===== config.mk =====
export PLATFORM = sky130hd
export DESIGN_NAME = nvsram_host_ctrl
export DESIGN_NICKNAME = d
export VERILOG_FILES = /design/src/rtl/nvsram_host_ctrl.v
export VERILOG_INCLUDE_DIRS = /design/src /design/src/rtl
export SDC_FILE = /design/constraint.sdc
export NUM_CORES = 1
export LEC_CHECK = 0
export BUFFER_PORTS_ARGS = -buffer_cell sky130_fd_sc_hd__buf_2
export CAP_MARGIN = 20
export CORE_ASPECT_RATIO = 1.75
export CORE_MARGIN = 2
export CORE_UTILIZATION = 40
export DETAILED_ROUTE_END_ITERATION = 8
export PLACE_DENSITY_LB_ADDON = 0.1
export SETUP_SLACK_MARGIN = 0.05
export SLEW_MARGIN = 5
export SYNTH_ARGS = -nofsm -noshare
export SYNTH_HDL_FRONTEND = slang
export SYNTH_SLANG_ARGS = --single-unit

===== constraint.sdc =====
create_clock -name clock_i -period 7 [get_ports clock_i]
set_input_delay 0.7 -clock clock_i [delete_from_list [all_inputs] [get_ports clock_i]]
set_output_delay 0.7 -clock clock_i [all_outputs]
set_load 0.05 [all_outputs]

===== src/rtl/nvsram_host_defs.vh =====
`ifndef NVSRAM_HOST_DEFS_VH
`define NVSRAM_HOST_DEFS_VH
`define ADDR_W        15
`define DATA_W        8
`define SEQ_A1        15'h0E38
`define SEQ_A2        15'h31C7
`define SEQ_A3        15'h03E0
`define SEQ_A4        15'h3C1F
`define SEQ_A5        15'h303F
`define SEQ_STORE     15'h0FC0
`define SEQ_RECALL    15'h0C63
`define CLK_PERIOD_NS 4
`define T_SEQ_PULSE_NS  30
`define T_ACCESS_NS     45
`define T_HSB_PULSE_NS  20
`define T_STORE_NS      10000000
`define T_RECALL_NS     20000
`define T_PWRUP_NS      650000
`define CYC_SEQ_PULSE ((`T_SEQ_PULSE_NS + `CLK_PERIOD_NS - 1) / `CLK_PERIOD_NS)
`define CYC_ACCESS    ((`T_ACCESS_NS + `CLK_PERIOD_NS - 1) / `CLK_PERIOD_NS)
`define CYC_HSB_PULSE ((`T_HSB_PULSE_NS + `CLK_PERIOD_NS - 1) / `CLK_PERIOD_NS)
`define CYC_STORE     ((`T_STORE_NS + `CLK_PERIOD_NS - 1) / `CLK_PERIOD_NS)
`define CYC_RECALL    ((`T_RECALL_NS + `CLK_PERIOD_NS - 1) / `CLK_PERIOD_NS)
`define CYC_PWRUP     ((`T_PWRUP_NS + `CLK_PERIOD_NS - 1) / `CLK_PERIOD_NS)
`define CNT_W         24
`endif


===== src/rtl/nvsram_host_ctrl.v =====
`timescale 1ns/1ns
`include "nvsram_host_defs.vh"
module nvsram_host_ctrl #(
  parameter PWRUP_CYC  = `CYC_PWRUP,
  parameter STORE_CYC  = `CYC_STORE,
  parameter RECALL_CYC = `CYC_RECALL
) (
  input  wire                 clock_i,
  input  wire                 rst_n_i,
  input  wire                 req_valid_i,
  input  wire [1:0]           req_op_i,
  input  wire [`ADDR_W-1:0]   req_addr_i,
  input  wire [`DATA_W-1:0]   req_wdata_i,
  output wire                 req_ready_o,
  output reg                  rsp_valid_o,
  output reg  [`DATA_W-1:0]   rsp_rdata_o,
  output reg                  busy_o,
  output reg                  write_pending_o,
  output reg  [`ADDR_W-1:0]   mem_addr_o,
  output reg                  mem_chip_sel_n_o,
  output reg                  mem_write_n_o,
  output reg                  mem_out_en_n_o,
  output reg  [`DATA_W-1:0]   mem_dq_o,
  output reg                  mem_dq_oe_o,
  input  wire [`DATA_W-1:0]   mem_dq_i,
  output reg                  store_busy_n_o,
  output reg                  store_busy_n_oe_o,
  input  wire                 store_busy_n_i
);
  // req_op: 0 read, 1 write, 2 software store, 3 software recall (hardware store when addr bit 14 set)
  localparam OP_RD  = 2'h0;
  localparam OP_WR  = 2'h1;
  localparam OP_STO = 2'h2;
  localparam OP_REC = 2'h3;
  localparam S_PWRUP = 6'b000001;
  localparam S_IDLE  = 6'b000010;
  localparam S_ACC   = 6'b000100;
  localparam S_NVW   = 6'b001000;
  localparam S_HSB   = 6'b010000;
  localparam S_REL   = 6'b100000;
  localparam [`CNT_W-1:0] ACC_CYC  = `CYC_ACCESS;
  localparam [`CNT_W-1:0] SEQP_CYC = `CYC_SEQ_PULSE;
  localparam [`CNT_W-1:0] HSBP_CYC = `CYC_HSB_PULSE;
  localparam [`CNT_W-1:0] PWR_C    = PWRUP_CYC;
  localparam [`CNT_W-1:0] STO_C    = STORE_CYC;
  localparam [`CNT_W-1:0] REC_C    = RECALL_CYC;
  localparam [`CNT_W-1:0] CNT_ONE  = 24'h000001;

  reg [5:0]          state_ff;
  reg [`CNT_W-1:0]   cnt_ff;
  reg [2:0]          seq_ff;
  reg                is_rd_ff;
  reg                hsb_meta_ff;
  reg                hsb_sync_ff;
  reg [`DATA_W-1:0]  dq_meta_ff;
  reg [`DATA_W-1:0]  dq_sync_ff;
  reg [`ADDR_W-1:0]  seq_addr;

  // external data pins and store_busy_n come from another domain
  always @(posedge clock_i or negedge rst_n_i) begin
    if (!rst_n_i) begin
      hsb_meta_ff <= 1'b1;
      hsb_sync_ff <= 1'b1;
      dq_meta_ff  <= 8'h00;
      dq_sync_ff  <= 8'h00;
    end else begin
      hsb_meta_ff <= store_busy_n_i;
      hsb_sync_ff <= hsb_meta_ff;
      dq_meta_ff  <= mem_dq_i;
      dq_sync_ff  <= dq_meta_ff;
    end
  end

  always @* begin
    case (seq_ff)
      3'h0:    seq_addr = `SEQ_A1;
      3'h1:    seq_addr = `SEQ_A2;
      3'h2:    seq_addr = `SEQ_A3;
      3'h3:    seq_addr = `SEQ_A4;
      3'h4:    seq_addr = `SEQ_A5;
      default: seq_addr = (req_op_i == OP_STO) ? `SEQ_STORE : `SEQ_RECALL;
    endcase
  end

  // accept only when idle and device not busy; accepts stall otherwise
  // busy must drop first, so ready never overlaps a stale busy
  assign req_ready_o = (state_ff == S_IDLE) && hsb_sync_ff && !busy_o;

  always @(posedge clock_i or negedge rst_n_i) begin
    if (!rst_n_i) begin
      state_ff          <= S_PWRUP;
      cnt_ff            <= 24'h000000;
      seq_ff            <= 3'h0;
      is_rd_ff          <= 1'b0;
      rsp_valid_o       <= 1'b0;
      rsp_rdata_o       <= 8'h00;
      busy_o            <= 1'b1;
      write_pending_o   <= 1'b0;
      mem_addr_o        <= 15'h0000;
      mem_chip_sel_n_o  <= 1'b1;
      mem_write_n_o     <= 1'b1;
      mem_out_en_n_o    <= 1'b1;
      mem_dq_o          <= 8'h00;
      mem_dq_oe_o       <= 1'b0;
      store_busy_n_o    <= 1'b0;
      store_busy_n_oe_o <= 1'b0;
    end else begin
      rsp_valid_o <= 1'b0;
      case (state_ff)
        S_PWRUP: begin
          // wait out the device's own power-up recall
          if (cnt_ff >= PWR_C - CNT_ONE) begin
            state_ff <= S_IDLE;
            busy_o   <= 1'b0;
            cnt_ff   <= 24'h000000;
          end else begin
            cnt_ff <= cnt_ff + CNT_ONE;
          end
        end
        S_IDLE: begin
          if (!hsb_sync_ff) begin
            // device busy (auto or pin store): hold off
            busy_o <= 1'b1;
          end else begin
            busy_o <= 1'b0;
            if (req_valid_i) begin
              cnt_ff <= 24'h000000;
              if (req_op_i == OP_RD || req_op_i == OP_WR) begin
                seq_ff           <= 3'h0;
                mem_addr_o       <= req_addr_i;
                is_rd_ff         <= (req_op_i == OP_RD);
                mem_chip_sel_n_o <= 1'b0;
                mem_write_n_o    <= (req_op_i != OP_WR);
                mem_out_en_n_o   <= (req_op_i == OP_WR);
                mem_dq_o         <= req_wdata_i;
                mem_dq_oe_o      <= (req_op_i == OP_WR);
                state_ff         <= S_ACC;
              end else begin
                // one read pulse of the sequence per request, output drive left high
                mem_addr_o       <= seq_addr;
                mem_chip_sel_n_o <= 1'b0;
                mem_write_n_o    <= 1'b1;
                mem_out_en_n_o   <= 1'b1;
                state_ff         <= S_NVW;
              end
            end
          end
        end
        S_ACC: begin
          // address held across the whole strobe
          if (cnt_ff >= ACC_CYC) begin
            mem_chip_sel_n_o <= 1'b1;
            mem_write_n_o    <= 1'b1;
            mem_out_en_n_o   <= 1'b1;
            mem_dq_oe_o      <= 1'b0;
            rsp_valid_o      <= 1'b1;
            rsp_rdata_o      <= is_rd_ff ? dq_sync_ff : 8'h00;
            if (!is_rd_ff)
              write_pending_o <= 1'b1;
            state_ff <= S_IDLE;
          end else begin
            cnt_ff <= cnt_ff + CNT_ONE;
          end
        end
        S_NVW: begin
          // pulse need only meet the minimum width, not access time
          if (cnt_ff >= SEQP_CYC) begin
            mem_chip_sel_n_o <= 1'b1;
            cnt_ff           <= 24'h000000;
            if (seq_ff == 3'h5) begin
              seq_ff <= 3'h0;
              busy_o <= 1'b1;
              if (req_op_i == OP_STO)
                write_pending_o <= 1'b0;
              state_ff <= S_REL;
              is_rd_ff <= (req_op_i == OP_STO);
            end else begin
              seq_ff   <= seq_ff + 3'h1;
              state_ff <= S_IDLE;
            end
          end else begin
            cnt_ff <= cnt_ff + CNT_ONE;
          end
        end
        S_HSB: begin
          // drive store_busy_n low long enough to request a store
          if (cnt_ff >= HSBP_CYC) begin
            store_busy_n_oe_o <= 1'b0;
            cnt_ff            <= 24'h000000;
            write_pending_o   <= 1'b0;
            state_ff          <= S_REL;
          end else begin
            cnt_ff <= cnt_ff + CNT_ONE;
          end
        end
        S_REL: begin
          // wait nonvolatile cycle time and store_busy_n release
          if (cnt_ff >= (is_rd_ff ? STO_C : REC_C) && hsb_sync_ff) begin
            busy_o   <= 1'b0;
            cnt_ff   <= 24'h000000;
            state_ff <= S_IDLE;
          end else if (cnt_ff < STO_C) begin
            cnt_ff <= cnt_ff + CNT_ONE;
          end
        end
        default: state_ff <= S_IDLE;
      endcase
      // hardware store request: software ops 3 with addr msb set reuse pin path
      if (req_ready_o && req_valid_i && req_op_i == OP_REC && req_addr_i[14]) begin
        store_busy_n_oe_o <= 1'b1;
        store_busy_n_o    <= 1'b0;
        busy_o            <= 1'b1;
        is_rd_ff          <= 1'b1;
        mem_chip_sel_n_o  <= 1'b1;
        cnt_ff            <= 24'h000000;
        state_ff          <= S_HSB;
      end
    end
  end
endmodule


Word level (Yosys, flattened, before mapping). Cells that the tools add are included.

Bits in registers: 91. Latch bits: 0. RAM bits: 0. Bits in read-only memories: 0. Input bits: 37. Logic and storage cells: 170. Memories: 0.

Add/sub/neg operators: 2. Multipliers: 0. Divide/modulo/power cells: 0. Magnitude comparators: 6. Eq/ne operators: 35. Shift operators: 0. Muxes and demuxes: 76. Bitwise logic cells: 0. Reductions and logical operators: 32.

Operators with widths (count): $mux 24 (9); $pmux 24 s6 (1); $pmux 14 s5 (1); $mux 6 (9); $ge 24x4->1 const B (2); $mux 1 (37); $pmux 6 s6 (1); $reduce_and 5->1 (5); $add 24x1->24 const B (1); $ge 24x18->1 const B (1); $ge 24x22->1 (1); $ge 24x3->1 const B (1); $lt 24x22->1 const B (1); $mux 22 (1); $ne 3x3->1 const B (7); $ne 2x2->1 const B (8); $mux 15 (1); $mux 3 (5); $reduce_and 7->1 (2); $mux 10 (1); $mux 8 (1); $pmux 1 s2 (4); $reduce_and 4->1 (2); $reduce_bool 2->1 (4); 32 further kinds (45).

Logic depth before layout (Yosys ltp).
Depth after elaboration: 8. Gate-level depth with buffers: 12. Gate-level depth less buffers: 9.

Worst setup path before layout. No wires, ideal clock.

Kind: reg2reg. Start point: register is_rd_ff. End point: register cnt_ff[16]. Arrival: 3140 ps. Required time: 6905 ps. Setup slack: 3764 ps. Cell stages (with the launch flop): 12. Path buffers: 2. Cells stage by stage: dfrtp_1 -> clkbuf_1 -> inv_1 -> ha_1 -> a2111oi_0 -> o21ai_0 -> a2111oi_1 -> a21oi_4 -> a41oi_1 -> nand2b_4 -> buf_6 -> o31ai_1.

Longest elaborated chain between the ends: 6. Elaborated cells on any way between the ends: 8.

RTL lines: from (decl) (line nvsram_host_ctrl.v:52) `reg is_rd_ff;`; from (signal assigned) (line nvsram_host_ctrl.v:131) `is_rd_ff <= (req_op_i == OP_RD);`; from (signal assigned) (line nvsram_host_ctrl.v:176) `is_rd_ff <= (req_op_i == OP_STO);`; $mux 22 (*) (line nvsram_host_ctrl.v:198) `if (cnt_ff >= (is_rd_ff ? STO_C : REC_C) && hsb_sync_ff) begin`; $ge 24x22->1 (*) (line nvsram_host_ctrl.v:198); $logic_and 1x1->1 (*) (line nvsram_host_ctrl.v:198); $mux 24 (line nvsram_host_ctrl.v:198); $pmux 24 s6 (line nvsram_host_ctrl.v:109) `case (state_ff)`; $mux 24 (line nvsram_host_ctrl.v:209) `if (req_ready_o && req_valid_i && req_op_i == OP_REC && req_addr_i[14]) begin`; to (signal assigned) (line nvsram_host_ctrl.v:117) `cnt_ff <= cnt_ff + CNT_ONE;`; to (signal assigned) (line nvsram_host_ctrl.v:193) `cnt_ff <= cnt_ff + CNT_ONE;`; to (signal assigned) (line nvsram_host_ctrl.v:203) `cnt_ff <= cnt_ff + CNT_ONE;`; to (decl) (line nvsram_host_ctrl.v:50) `` reg [`CNT_W-1:0] cnt_ff; ``.

Mark *: on every way between the ends. The rest lies on a longest branch, timed or not. A chain may end at the register's enable or synchronous reset.

Worst setup path in the final report.
Start point: register is_rd_ff. End point: register cnt_ff[14].

Same word-level chain as after synthesis.

==> flow_metrics.tcl <==
set metrics [dict create \
    ys_ff_latch 91 \
    met3_usage_pct 3.37 \
    numCtsBuffers 9 \
    cts_tree "yes" \
    leakage_nw 2.44 \
    synth-main-ff-cell "dfrtp_1" \
    cpPeakStageDelay_ns 0.70 \
    crit_path_end_kind "register" \
    cts-resized-gates 0 \
    num_io_pins 78 \
    grt-ovfl-total 0 \
    cpMaxStageDelayCell "a2111oi_1" \
    vias_per_cell 5.75 \
    port_buffers 76 \
    use_met2_pct 34.5 \
    crit_fanout 18 \
    wl_um 12000 \
    drc 12 \
    p_per_area_nw_per_um2 493 \
    die_y_um 147 \
    drt_iter0_drc 271 \
    fp.dieArea_um2 12600 \
    period_needed_ns 3.97 \
    worst_pin_slew_ns 0.964 \
    grt_pass1_vias 3868 \
    n_antenna_cell 0 \
    cts_root_buf "clkbuf_16" \
    rows 52 \
    place_inst 671 \
    antenna_found_initial 0 \
    relSlewSlack_pct 35.6 \
    nets 598 \
    post-route-period-util_pct 56.7 \
    fmax_mhz 252 \
    syn_area_per_cell_um2 9.61 \
    die_x_um 85.8 \
    setup_tns_ns 0 \
    path_cells "inv_1, ha_1, a2111oi_0, o21ai_0, a2111oi_1, a21oi_4, a41o_1, nor2_1, a22o_1" \
    ys_warn_count 0 \
    dpl_cell_area_um2 5130 \
    start_util_pct 40.6 \
    r2r_cells 9 \
    hold_ws_ns 0.294 \
    fin_cells 687 \
    stdcell_area_um2 5440 \
    r2r-start "is_rd_ff" \
    dpl.hpwl_um 8940 \
    gr-max-usage-layer "met2" \
    async_reset_ff_share_pct 100 \
    crit_arrival_ns 4.25 \
    htreeDepth 3 \
    hold_violations 0 \
    crit_type "register to register" \
    synth_area_um2 4680 \
    drtAntennaViolNets 0 \
    core_area_um2 11500 \
    syn_nets 538 \
    setup_viol 0 \
    required_ns 7.29 \
    outcome "finished with violations" \
    drive_gt1_share_pct 22.8 \
    worstSetupStartpointType "register" \
    clockBufferDepth 2 \
    hp-class "primary input to asynchronous set/reset pin" \
    fillers 1126 \
    clk_latency_ns 0.35 \
    violations "DRC" \
    rsz0062_at_grt "no" \
    synthCells 487 \
    num_vias 3947 \
    power_mw 2.68 \
    grt_max_degree 59 \
    grt_pass1_wl_um 19700 \
    synth-seq-area-share_pct 48.8 \
    ys_types 64 \
    clk_pin_slew_worst_paths_ns 0.07 \
    synth_edf_count 0 \
    ir_worst_vdd_uv 186 \
    grt_use_total_pct 19.9 \
    rrSetupSlack_ns 3.03 \
    skew_ns 0.00900 \
    multi_input_area_um2 2220 \
    use_met1_pct 23.4 \
    firstDrtPassIters 8 \
    final-seq-area_um2 2290 \
    wl_per_cell_um 17.4 \
    cap_violations 0 \
    drv_slew 0 \
    post_cts_buffers 0 \
    cts.sinks 91 \
    routabilityCongestion 0.880 \
    areaGrowthSynthToFinish_pct 16.2 \
    r2r_end "cnt_ff[14]" \
    hold_buffers 0 \
]
-- sequential cells by signal, indices dropped and copies added (netlist names) --
signal / flops
cnt_ff: 24
mem_addr_o: 15
dq_meta_ff: 8
dq_sync_ff: 8
mem_dq_o: 8
rsp_rdata_o: 8
state_ff: 6
seq_ff: 3
busy_o: 1
hsb_meta_ff: 1
hsb_sync_ff: 1
is_rd_ff: 1
mem_chip_sel_n_o: 1
mem_dq_oe_o: 1
mem_out_en_n_o: 1
mem_write_n_o: 1
rsp_valid_o: 1
store_busy_n_oe_o: 1
write_pending_o: 1
-- how the worst max path moves through the flow --
stage	from	slack, ns	endpoint	cells past startpoint
after detailed placement	is_rd_ff	2.99	cnt_ff[10]	9
after floorplan	is_rd_ff	3.76	cnt_ff[16]	11
after global placement	is_rd_ff	3.20	cnt_ff[8]	9
final	is_rd_ff	3.03	cnt_ff[14]	9
after global routing	is_rd_ff	2.69	cnt_ff[5]	9
after CTS	is_rd_ff	2.98	cnt_ff[10]	9
-- metal layers --
layer	vias up	wire, µm
met1	1909	4690
met4	0	328
li1	1905	-
met3	23	519
met2	110	6440
met5	-	0
-- cell usage in the layout (no fill, tap or decap), types with 3 or more instances in the layout --
cell and n:
a21oi_1 16, a221o_1 3, a22o_1 7, a2bb2oi_1 12, and2_1 8, and3_1 4, buf_2 75, buf_4 6
clkbuf_16 9, dfrtp_1 84, dfstp_2 7, ha_1 14, inv_1 11, mux2_2 10, nand2_1 80, nand2b_1 5
nand3_1 16, nand4_1 6, nand4b_1 5, nor2_1 25, nor3_1 15, nor4_1 4, o211ai_1 3, o21ai_0 40
o21bai_1 5, o311ai_0 4, o31ai_1 17, o41ai_1 3, or2_2 4, or4_1 7
-- layout make-up --
type,count,area share [%]
inverter,11,0.759
timing repair buffer,81,7.73
sequential,91,42.0
tap,135,3.10
clock inverter,7,1.49
clock buffer,9,4.14
multi-input combinational,353,40.8
-- Yosys cell counts, drive strengths merged, types with 8 or more instances --
master / number / area share (%)
or4: 8 / 1.4
o21ai: 40 / 4.3
buf: 8 / 1.1
mux2: 10 / 2.4
nor3: 15 / 1.6
nand3: 16 / 1.7
a2bb2oi: 12 / 2.2
nand2: 80 / 6.4
ha: 14 / 3.7
nor2: 25 / 2.0
clkbuf: 24 / 1.9
inv: 11 / 0.88
a21oi: 17 / 2.1
and2: 8 / 1.1
o31ai: 17 / 2.7
dfrtp: 84 / 45
-- where the power goes --
| group | leakage (nW) | internal [mW] | switching, mW |
|---|---|---|---|
| combinational | 1.15 | 0.440 | 0.899 |
| clock | 0.150 | 0.254 | 0.232 |
| sequential | 1.14 | 0.691 | 0.166 |
-- through the flow --
| stage | setup WS, ns | util [%] |
|---|---|---|
| finish | 3.03 | 47.2 |
| global route | 2.69 | 47.2 |
| CTS | 2.98 | 47.2 |
| detailed placement | 2.99 | 44.6 |
| global placement | 3.20 | 44.6 |
| floorplan | 3.76 | - |
-- cells by family (layout without fill, tap and decap cells) --
| group | count (synthesis) | count (layout) | share of synthesized area (%) |
|---|---|---|---|
| mux | 11 | 11 | 2.62 |
| flops | 91 | 91 | 48.8 |
| xor+xnor | 2 | 2 | 0.374 |
| other cells | 1 | 1 | 0.0801 |
| simple gates | 193 | 193 | 20.7 |
| compound gates | 132 | 132 | 19.7 |
| buf+inv | 43 | 108 | 3.96 |
| fa+ha+maj | 14 | 14 | 3.74 |
-- critical path: cells and delay by family (launching register included) --
kind	cells	cell delay [ns]
flops	1	0.63
simple gates	1	0.57
buf+inv	1	0.26
compound gates	6	2.07
fa+ha+maj	1	0.37
(Power assumes the default switching activity.)
